**src/fsr_pkg.sv**
```systemverilog
// Package holding constants and types for the fault status and state readout bank
// Summary of operation
// - Clear needs status bit and clear bit together
// - Status reads one on fault, resets zero
// - Boost bit 15 thermal, bit 14 clears
// - Boost bit 13 current resistor short, 12 clears
// - Boost bit 11 string resistor missing, 10 clears
// - Boost bit 9 mode resistor missing, 8 clears
// - Boost bit 7 frequency resistor missing, 6 clears
// - Boost bit 5 overcurrent, 4 clears
// - Boost bit 3 overvoltage high, 2 clears
// - Boost bit 1 overvoltage low, 0 clears
// - String bit 14 bus timeout, 13 clears
// - String bit 12 bad configuration, 11 clears
// - String bit 10 combined fault, 9 clears
// - String bit 8 ground short, read only
// - String bit 7 internal short, read only
// - String bit 6 open string, read only
// - String bits 5..0 per-channel faults, read only
// - String bit 15 reserved, no function
// - Readout bits 4..0 give live state
// - Readout bits 15..5 read zero
// - Boost register at offset 10h, resets zero
package fsr_pkg;
  // Register indices, and byte addresses at four times the index
  localparam logic [11:0] FSR_IDX_BOOST = 12'h0010;
  localparam logic [11:0] FSR_IDX_STRING = 12'h0012;
  localparam logic [11:0] FSR_IDX_STATE = 12'h0014;
  localparam logic [11:0] FSR_ADDR_BOOST = 12'h0040;
  localparam logic [11:0] FSR_ADDR_STRING = 12'h0048;
  localparam logic [11:0] FSR_ADDR_STATE = 12'h0050;
  // Reset value of all status bits
  localparam logic [15:0] FSR_RST = 16'h0000;
  // Number of clearable flags per register
  localparam int FSR_NB = 8;
  localparam int FSR_NS = 3;
  // Lowest status bit position of the string register clearable flags
  localparam int FSR_S_BASE = 10;
  // Live state codes
  localparam logic [4:0] FSR_ST_DISABLED = 5'h00;
  localparam logic [4:0] FSR_ST_REG_STARTUP = 5'h01;
  localparam logic [4:0] FSR_ST_OTP_READ = 5'h02;
  localparam logic [4:0] FSR_ST_STANDBY = 5'h03;
  localparam logic [4:0] FSR_ST_CONV_START_LO = 5'h04;
  localparam logic [4:0] FSR_ST_CONV_START_HI = 5'h0f;
  localparam logic [4:0] FSR_ST_NORMAL = 5'h10;
  localparam logic [4:0] FSR_ST_SHUTDOWN = 5'h11;
  localparam logic [4:0] FSR_ST_RECOVERY = 5'h12;
  localparam logic [4:0] FSR_ST_ALL_FAILED = 5'h13;
  // Boost fault events, index 7 thermal down to 0 overvoltage low
  typedef struct packed {
    logic thermal_shutdown;
    logic current_resistor_short;
    logic string_cfg_resistor_missing;
    logic mode_resistor_missing;
    logic freq_resistor_missing;
    logic boost_overcurrent;
    logic boost_overvolt_high;
    logic boost_overvolt_low;
  } fsr_boost_ev_t;
  // String fault events and live detail levels
  typedef struct packed {
    logic bus_timeout;
    logic bad_string_cfg;
    logic string_fault;
    logic string_ground_short;
    logic string_internal_short;
    logic string_open;
    logic [5:0] chan_fault;
  } fsr_string_ev_t;
endpackage : fsr_pkg

```
**src/fsr_bank.sv**
```systemverilog
// APB slave holding boost and string fault flags and the live state readout
//
// Our own choice: the APB slave port.
`timescale 1ns/1ps
module fsr_bank (
  input wire logic pclk,
  input wire logic presetn,
  input wire logic psel,
  input wire logic penable,
  input wire logic pwrite,
  input wire logic [11:0] paddr,
  input wire logic [31:0] pwdata,
  input wire logic [3:0] pstrb,
  output logic [31:0] prdata,
  output logic pready,
  output logic pslverr,
  input wire fsr_pkg::fsr_boost_ev_t boost_ev,
  input wire fsr_pkg::fsr_string_ev_t string_ev,
  input wire logic [4:0] live_state_code,
  output logic fault_irq
);
  // Latched boost flags, bit k is status bit 2k+1
  logic [fsr_pkg::FSR_NB-1:0] boost_flag_r;
  logic [fsr_pkg::FSR_NB-1:0] boost_flag_nxt;
  // Latched string flags: 2 timeout, 1 bad config, 0 combined
  logic [fsr_pkg::FSR_NS-1:0] string_flag_r;
  logic [fsr_pkg::FSR_NS-1:0] string_flag_nxt;
  // Registered read-only detail bits and state
  logic [8:0] detail_r;
  logic [4:0] state_r;
  // Bus outputs
  logic [31:0] prdata_r;
  logic [31:0] prdata_nxt;
  logic irq_r;

  // Access decode
  wire access = psel & penable;
  // Write lands only on the edge that completes the access phase
  wire wr_take = access & pwrite & pready;
  wire wr_lo = wr_take & pstrb[0];
  wire wr_hi = wr_take & pstrb[1];
  wire hit_boost = (paddr == fsr_pkg::FSR_ADDR_BOOST);
  wire hit_string = (paddr == fsr_pkg::FSR_ADDR_STRING);
  wire hit_state = (paddr == fsr_pkg::FSR_ADDR_STATE);
  wire unmapped = ~(hit_boost | hit_string | hit_state);
  // Write data masked by byte strobes
  wire [15:0] wmask = {{8{wr_hi}}, {8{wr_lo}}};
  wire [15:0] wd = pwdata[15:0] & wmask;

  // Pairwise clear: a status bit and its clear bit both written with one
  function automatic logic [fsr_pkg::FSR_NB-1:0] pair_clr(input logic [15:0] d);
    logic [fsr_pkg::FSR_NB-1:0] c;
    c = '0;
    for (int k = 0; k < fsr_pkg::FSR_NB; k++)
    begin
      c[k] = d[2*k+1] & d[2*k];
    end
    return c;
  endfunction : pair_clr

  // Boost clear vector, bit k pairs bits 2k+1 and 2k
  wire [fsr_pkg::FSR_NB-1:0] boost_clr = hit_boost ? pair_clr(wd) : '0;
  // String clear: pairs 14/13, 12/11, 10/9, shifted down by nine
  wire [15:0] wd_s = wd >> 9;
  wire [fsr_pkg::FSR_NB-1:0] string_pairs = pair_clr(wd_s);
  wire [fsr_pkg::FSR_NS-1:0] string_clr = hit_string ? string_pairs[2:0] : '0;
  // Events mapped onto flag vectors
  wire [fsr_pkg::FSR_NB-1:0] boost_set = boost_ev;
  wire [fsr_pkg::FSR_NS-1:0] string_set = {string_ev.bus_timeout, string_ev.bad_string_cfg,
                                           string_ev.string_fault};
  // Next flags: set wins over clear
  assign boost_flag_nxt = (boost_flag_r & ~boost_clr) | boost_set;
  assign string_flag_nxt = (string_flag_r & ~string_clr) | string_set;

  // Spread boost flags to odd bits, clear bits read zero
  function automatic logic [15:0] spread(input logic [fsr_pkg::FSR_NB-1:0] f);
    logic [15:0] v;
    v = '0;
    for (int k = 0; k < fsr_pkg::FSR_NB; k++)
    begin
      v[2*k+1] = f[k];
    end
    return v;
  endfunction : spread

  // Read views of each register
  wire [15:0] boost_view = spread(boost_flag_r);
  wire [15:0] string_view = {1'b0, string_flag_r[2], 1'b0, string_flag_r[1], 1'b0,
                             string_flag_r[0], 1'b0, detail_r};
  wire [15:0] state_view = {11'h000, state_r};
  assign prdata_nxt = ~(access & ~pwrite) ? prdata_r :
                      hit_boost ? {16'h0000, boost_view} :
                      hit_string ? {16'h0000, string_view} :
                      hit_state ? {16'h0000, state_view} : 32'h0000_0000;

  // Flag latches
  always_ff @(posedge pclk or negedge presetn)
  begin
    if (!presetn)
    begin
      boost_flag_r <= '0;
      string_flag_r <= '0;
    end
    else
    begin
      boost_flag_r <= boost_flag_nxt;
      string_flag_r <= string_flag_nxt;
    end
  end

  // Live detail and state sampling
  always_ff @(posedge pclk or negedge presetn)
  begin
    if (!presetn)
    begin
      detail_r <= '0;
      state_r <= fsr_pkg::FSR_ST_DISABLED;
    end
    else
    begin
      detail_r <= {string_ev.string_ground_short, string_ev.string_internal_short,
                   string_ev.string_open, string_ev.chan_fault};
      state_r <= live_state_code;
    end
  end

  // Bus answer and interrupt output registers
  always_ff @(posedge pclk or negedge presetn)
  begin
    if (!presetn)
    begin
      prdata_r <= 32'h0000_0000;
      pready <= 1'b0;
      pslverr <= 1'b0;
      irq_r <= 1'b0;
    end
    else
    begin
      prdata_r <= prdata_nxt;
      // Ready pulses once per access phase, one wait state
      pready <= psel & penable & ~pready;
      pslverr <= psel & penable & ~pready & unmapped;
      irq_r <= |{boost_flag_nxt, string_flag_nxt};
    end
  end

  assign prdata = prdata_r;
  assign fault_irq = irq_r;
endmodule : fsr_bank

```
**config.mk**
```make
export PLATFORM = sky130hd
export DESIGN_NAME = fsr_bank
export DESIGN_NICKNAME = d
export VERILOG_FILES = /design/src/fsr_pkg.sv /design/src/fsr_bank.sv
export SDC_FILE = /design/constraint.sdc
export NUM_CORES = 1
export LEC_CHECK = 0
export BUFFER_PORTS_ARGS = -buffer_cell sky130_fd_sc_hd__clkbuf_2
export CORE_ASPECT_RATIO = 0.8
export CORE_MARGIN = 2
export CORE_UTILIZATION = 39
export CTS_CLUSTER_DIAMETER = 80
export CTS_CLUSTER_SIZE = 12
export DETAILED_ROUTE_END_ITERATION = 10
export PLACE_DENSITY = 0.8
export SLEW_MARGIN = 20
export SYNTH_ARGS = -nofsm -noshare
export SYNTH_HDL_FRONTEND = slang
export SYNTH_SLANG_ARGS = --single-unit
```
**constraint.sdc**
```tcl
create_clock -name pclk -period 1.9 [get_ports pclk]
set_input_delay 0.095 -clock pclk [delete_from_list [all_inputs] [get_ports pclk]]
set_output_delay 0.095 -clock pclk [all_outputs]
set_load 0.01 [all_outputs]
```
==> metrics.yaml, run 1 <==
grt:
  use_met3: 0.0492
  met2_usage: 0.339
  grt_overflow: 0
  grt_usage: 0.192
  grt_pass1_wl_microns: 7750
  use_met1: 0.225
  grt_max_degree: 45
  first_global_vias: 1747
  grt_busiest_layer: "met2"
  antenna_found_initial: 0
synthesis:
  synthSimpleGateAreaFrac: 0.266
  netlist.area_leader.share: 0.582
  syn_avg_cell_area_sq_um: 10.2
  async_flop_share: 1.00
  ys_types: 33
  synth_top_family_by_area: "simple AND/OR/NAND/NOR gates"
  yosysSeqAreaShare: 0.582
  ys_ff_latch: 44
  synth.largest_area_cell: "dfrtp_1"
  synth_warnings: 0
  synth-edff-count: 0
  synthMuxAreaShare: 0
  synth_compound_area_frac: 0.0727
  synth_most_common_cell: "dfrtp_1"
  synthCells: 186
  netlist_area_sq_um: 1890
  synth_fa_ha_area_frac: 0
  ys.flop_type: "dfrtp_1"
  ys_top_cells_by_count: "44 x dfrtp_1, 35 x nand2_1, 24 x nor2_1, 16 x buf_4, 9 x nand3_1"
  synth_area_leaders: "dfrtp_1 58%, nand2_1 6.9%, buf_4 6.3%, nor2_1 4.8%, nand3_1 2.4%"
  synth_xor_area_frac: 0
power:
  powerDensity_nw_per_um2: 662
  peakVddDrop_uv: 466
  p_leak_nw: 1.34
  power.total_w: 0.00179
run:
  drv_cap: 0
worst_setup_path:
  crit_required_ns: 2.06
  r2r-start: "pready"
  r2r_slack_ns: -0.16
  crit_arrival_ns: 2.22
  crit_type: "reg -> reg"
  r2r_end: "fault_irq"
  cp-end-kind: "flip-flop"
  worstPathMaxFanout: 5
  start_kind: "flip-flop"
  r2r_cells: 5
routing:
  routed_wl_microns: 4840
  vias: 1721
  dr.pass1.iters: 4
  viasPerCell: 4.82
  wl_per_cell_microns: 13.6
  postRouteAntennaNets: 0
  drc: 0
  drtIter0Drc: 117
cts:
  cts_tree: "done"
  root_buffer: "clkbuf_8"
  htreeDepth: 2
  cts_buffers: 5
  numClockSinks: 44
  clockBufferDepth: 2
  insertion_delay_ns: 0.29
  clk_pin_slew_worst_paths_ns: 0.08
floorplanning:
  start_util: 0.409
  design.die.area_sq_um: 5430
  fp.dieH_microns: 66.3
  placementRows: 22
  fp.dieW_microns: 81.9
  core_sq_um: 4620
  io_pins: 113
hold_path:
  whs_endpoint: "boost_flag_r[1]"
  hold-path-cell-count: 2
  holdCritPathClass: "in -> reg"
  holdCritStartpoint: "boost_ev[1]"
place:
  dp_hpwl_microns: 3550
  numPortBuffers: 78
  gp_congestion: 0.883
timing:
  slew_viol_final: 0
  setup_viol: 1
  rsz0062_at_grt: "true"
  finClkSkew_ns: 0.00588
  relSlewSlack: 0.629
  worst_pin_slew_ns: 0.554
  hold_viol: 0
  finalSetupTns_ns: -0.155
  fin_crit_sh: 1.08
  min_period_ns: 2.06
  fmax_mhz: 487
  fin_ws_ns: -0.155
layout:
  nets: 375
  ff_latch_area_sq_um: 1100
  n_antenna_cell: 0
  multi_input_area_sq_um: 761
  fin_util: 0.586
  layout-drive-gt1-share: 0.394
  fillers: 408
  area.growth.synth_to_final_pct: 43.1
outcome:
  status: "finished with violations"
  failed_checks: "negative setup slack"
==> placed cells by master, fill, tap and decap left out, types with 2 or more instances in the layout <==
| cell type | instances |
|---|---|
| nor4_1 | 5 |
| conb_1 | 16 |
| a31oi_1 | 4 |
| a41oi_2 | 2 |
| and4_4 | 2 |
| a22oi_1 | 3 |
| dfrtp_1 | 44 |
| a221oi_1 | 2 |
| or4_1 | 2 |
| and2_1 | 2 |
| or4_4 | 3 |
| nand3_1 | 9 |
| inv_1 | 2 |
| a211oi_1 | 2 |
| clkbuf_8 | 7 |
| buf_4 | 17 |
| nor2_1 | 24 |
| nand2_1 | 35 |
| nand4_1 | 2 |
| clkbuf_2 | 78 |
| dlygate4sd3_1 | 15 |
| nand2b_1 | 3 |
==> cell families (layout without fill, tap and decap cells) <==
group | Yosys count | after routing
and+or+nand+nor | 99 | 99
DFF | 44 | 44
buffers and inverters | 23 | 119
AOI/OAI and AO/OA | 19 | 19
other | 1 | 16
==> per-layer routing <==
layer | part of all wire | vias up
met5 | 0 | -
met4 | 0.018 | 0
met3 | 0.054 | 11
met2 | 0.51 | 56
met1 | 0.42 | 818
li1 | - | 836
==> critical path: stages (launching register included) <==
cell and delay [ns]:
dfrtp_1 0.35, and4_4 0.22, and4_4 0.27, a31oi_4 0.09, or4_4 0.54, or4_1 0.47
==> stage by stage <==
step | std cells | hold slack [ns] | worst slack [ns] | cell area [sq um]
global placement | 333 | 0.195 | -0.317 | 2400
floorplan | 201 | -0.201 | -0.136 | 1960
global route | 357 | 0.0423 | -0.215 | 2710
CTS | 356 | 0.0387 | -0.137 | 2660
finish | 357 | 0.0468 | -0.155 | 2710
detailed placement | 333 | 0.202 | -0.347 | 2400
==> how the worst max path moves through the flow <==
stage | startpoint | to | slack (ns)
after floorplan | paddr[10] | fault_irq | -0.14
after CTS | pready | fault_irq | -0.14
after global placement | paddr[10] | fault_irq | -0.32
final | pready | fault_irq | -0.16
after detailed placement | paddr[10] | fault_irq | -0.35
after global routing | pready | fault_irq | -0.21
==> report_power, final <==
part	leakage [nW]	switching [W]	internal, W
clock network	0.0503	0.000290	0.000324
registers	0.512	0.00000980	0.000963
logic	0.781	0.000107	0.0000994
total	1.34	0.000407	0.00139
==> registers in the layout, summed over array words and instances, names as in the netlist <==
| signal | flops |
|---|---|
| boost_flag_r | 8 |
| detail_r | 9 |
| fault_irq | 1 |
| prdata | 16 |
| pready | 1 |
| pslverr | 1 |
| state_r | 5 |
| string_flag_r | 3 |
==> what timing repair did <==
action,4_1_cts,5_1_grt
hold buffers,15,0
resized for setup,1,7
setup endpoints to repair,1,1
hold endpoints to repair,58,0
setup buffers,1,1
pin swaps,3,1
==> area by class of cell <==
| type | instances | area share |
|---|---|---|
| sequential | 44 | 0.406 |
| multi-input combinational | 134 | 0.281 |
| timing repair buffer | 110 | 0.247 |
| clock buffer | 7 | 0.0356 |
| tap | 60 | 0.0277 |
| inverter | 2 | 0.00277 |
Note: power is estimated with default switching activity, not from simulation.
==> run 2: changes to the inputs <==
Settings changed: ABC_AREA set to 1, CORE_UTILIZATION 39 to 40.
==> run 2 against run 1 <==
Against the previous run:
- the flow now finishes without violations
- area after synthesis up 9.1%
- count of clock-buffer cells in the layout down 2
- combinational power hardly changed
- hold slack lost 0.040 ns
- largest cell class unchanged
- highest routed layer unchanged
==> metrics.yaml, run 2 <==
cts:
  cts_buffers: 5  # unchanged
  cts_tree: "done"
  htreeDepth: 2  # unchanged
  root_buffer: "clkbuf_8"
  cts_resized: 0  # -1
  insertion_delay_ns: 0.29  # about the same
  clk_pin_slew_worst_paths_ns: 0.09  # about the same
  numClockSinks: 44  # unchanged
  clockBufferDepth: 2  # unchanged
timing:
  fin_ws_ns: 0.293  # +0.448 ns
  worst_pin_slew_ns: 0.642  # +0.0883 ns
  finClkSkew_ns: 0.00966  # +0.00378 ns
  hold_viol: 0  # unchanged
  finalSetupTns_ns: 0  # +0.155 ns
  relSlewSlack: 0.572  # -0.0575
  fmax_mhz: 622  # +28%
  setup_viol: 0  # -1
  slew_viol_final: 0  # unchanged
  min_period_ns: 1.61  # -0.448 ns
  rsz0062_at_grt: "false"
  fin_crit_sh: 0.846  # -0.236
place:
  gp_congestion: 0.821  # -7.0%
  dp_slack_ns: 0.320  # +0.668 ns
  numPortBuffers: 78  # unchanged
  dp_cells: 369  # +11%
  dp_hpwl_microns: 3660  # +3.2%
synthesis:
  synth_area_leaders: "dfrtp_1 53%, nand2_1 8.5%, buf_4 5.8%, nand3_1 4.4%, inv_1 4.2%"
  synth_warnings: 0  # unchanged
  yosysSeqAreaShare: 0.533  # -0.0486
  netlist_area_sq_um: 2070  # +9.1%
  ys_top_cells_by_count: "47 x nand2_1, 44 x dfrtp_1, 23 x inv_1, 23 x nor2_1, 18 x nand3_1"
  synth-edff-count: 0  # unchanged
  netlist.area_leader.share: 0.533  # -0.0486
  synthCells: 229  # +23%
  ys_types: 29  # -12%
  ys.flop_type: "dfrtp_1"
  synth.largest_area_cell: "dfrtp_1"
  syn_avg_cell_area_sq_um: 9.02  # -11%
  async_flop_share: 1.00  # unchanged
  ys_ff_latch: 44  # unchanged
  synth_most_common_cell: "nand2_1"
routing:
  wl_per_cell_microns: 12.1  # -10%
  viasPerCell: 4.59  # -4.7%
  postRouteAntennaNets: 0  # unchanged
  drtIter0Drc: 84  # -28%
  wl_met3_microns: 315  # +22%
  route.met2.wl_microns: 2370  # -3.3%
  wl_met1_microns: 2040  # +0.34%
  routed_wl_microns: 4790  # -0.97%
  drc: 0  # unchanged
  dr.pass1.iters: 4  # unchanged
  top_layer_used: "met4"
  vias: 1815  # +5.5%
grt:
  grt_pass1_wl_microns: 7950  # +2.6%
  antenna_found_initial: 0  # unchanged
  grt_usage: 0.180  # -0.0121
  grt_max_degree: 27  # -40%
  first_global_vias: 1819  # +4.1%
  grt_overflow: 0  # unchanged
hold_path:
  holdCritPathClass: "in -> reg"
  hold-path-cell-count: 3  # +1
layout:
  n_antenna_cell: 0  # unchanged
  nets: 410  # +9.3%
  final_cell_mix: "78 x clkbuf_2, 47 x nand2_1, 44 x dfrtp_1, 23 x inv_1, 23 x nor2_1"
  layout.cells.non_filler: 395  # +11%
  area.growth.synth_to_final_pct: 34.6
  final_common_cell: "clkbuf_2"
  layout-drive-gt1-share: 0.354  # -0.0396
  largest_reg_flops: 16  # unchanged
worst_setup_path:
  cpMaxStageDelayCell: "dfrtp_1"
  cp_cell_sequence: "nand2_1, nor2_4, nand3_1, nand3b_1, a21oi_2, nand2_1, nor2_1, nand2_1"
  r2r_cells: 8  # +3
  cpPeakStageDelay_ns: 0.40  # -0.14 ns
  crit_top_cell: "nand2_1"
  start_kind: "flip-flop"
  crit_type: "reg -> reg"
  crit_arrival_ns: 1.80  # -0.42 ns
  worstPathMaxFanout: 10  # +5
  cp-end-kind: "flip-flop"
  crit_required_ns: 2.09  # +0.03 ns
outcome:
  status: "completed"
floorplanning:
  io_pins: 113  # unchanged
  start_util: 0.413  # +0.00318
  fp.dieW_microns: 84.3  # +3.0%
  design.die.area_sq_um: 5760  # +6.0%
  placementRows: 23  # +4.5%
  fp.dieH_microns: 68.3  # +3.0%
  core_sq_um: 5010  # +8.3%
run:
  drv_cap: 0  # unchanged
power:
  peakVddDrop_uv: 447  # -4.1%
  p_leak_nw: 1.48  # +10%
  powerDensity_nw_per_um2: 684  # +3.3%
-- run 2: cell count changes in the layout (fill, tap and decap cells not counted), moves of 4 or more --
cell,before,now
inv_1,2,23
buf_4,17,3
nand2_1,35,47
inv_2,0,10
nand3_1,9,18
nand2_2,0,7
nand4_1,2,8
nor4_1,5,1
-- run 2: area by class of cell --
type                    count  area (sq um)
clock buffers               5          68.8
clock inverters             3          46.3
fillers                   472          2230
inverters                  33           124
multi-input cells         149           769
flip-flops and latches     44          1100
well taps                  62          77.6
repair buffers             99           593
-- run 2: kinds of logic after synthesis --
kind of cell,count (synthesis),share of synthesized area
buffers and inverters,51,0.122
other,1,0.00182
flip-flops,44,0.533
AO/OA/AOI/OAI,15,0.0466
AND/OR/NAND/NOR,118,0.297
-- run 2: worst paths after layout --
| check | startpoint | endpoint | slack, ns |
|---|---|---|---|
| worst max-delay path | pready | fault_irq | 0.29 |
| worst min-delay path | boost_ev[4] | boost_flag_r[4] | 0.006 |
| worst max register to register | pready | fault_irq | 0.29 |
| worst min register to register | detail_r[6] | prdata[6] | 0.48 |
| max in group asynchronous | presetn | detail_r[1] | 0.95 |
| min in group asynchronous | presetn | string_flag_r[2] | 0.35 |
-- run 2: metal layers --
layer  vias to the layer above  track usage
li1                        899            -
met1                       853        0.214
met2                        57        0.319
met3                         6       0.0495
met4                         0       0.0635
met5                         -            0
-- run 2: per-stage QoR --
stage               area [sq um]  total power (W)  utilization  hold WS (ns)
detailed placement          2480          0.00118        0.496         0.149
global placement            2480          0.00117        0.496         0.146
floorplan                   2120          0.00109            -        -0.201
CTS                         2780          0.00193        0.555       0.00417
finish                      2780          0.00190        0.555       0.00643
global route                2780          0.00199        0.555       0.00323
-- run 2: what timing repair did --
action | in CTS | in global routing
buffers inserted | 0 | 0
hold endpoints to repair | 41 | 0
hold buffers | 18 | 0
-- run 2: where the power goes --
| group | total (W) | switching [W] | internal (W) |
|---|---|---|---|
| Clock | 0.000718 | 0.000322 | 0.000396 |
| Combinational | 0.000210 | 0.000114 | 0.0000961 |
| Sequential | 0.000974 | 0.0000115 | 0.000963 |
| Total | 0.00190 | 0.000447 | 0.00145 |
-- run 2: critical path: cells and delay by family (launching register included) --
kind | cells | cell delay, ns
compound gates | 1 | 0.17
simple gates | 7 | 0.94
flops | 1 | 0.40
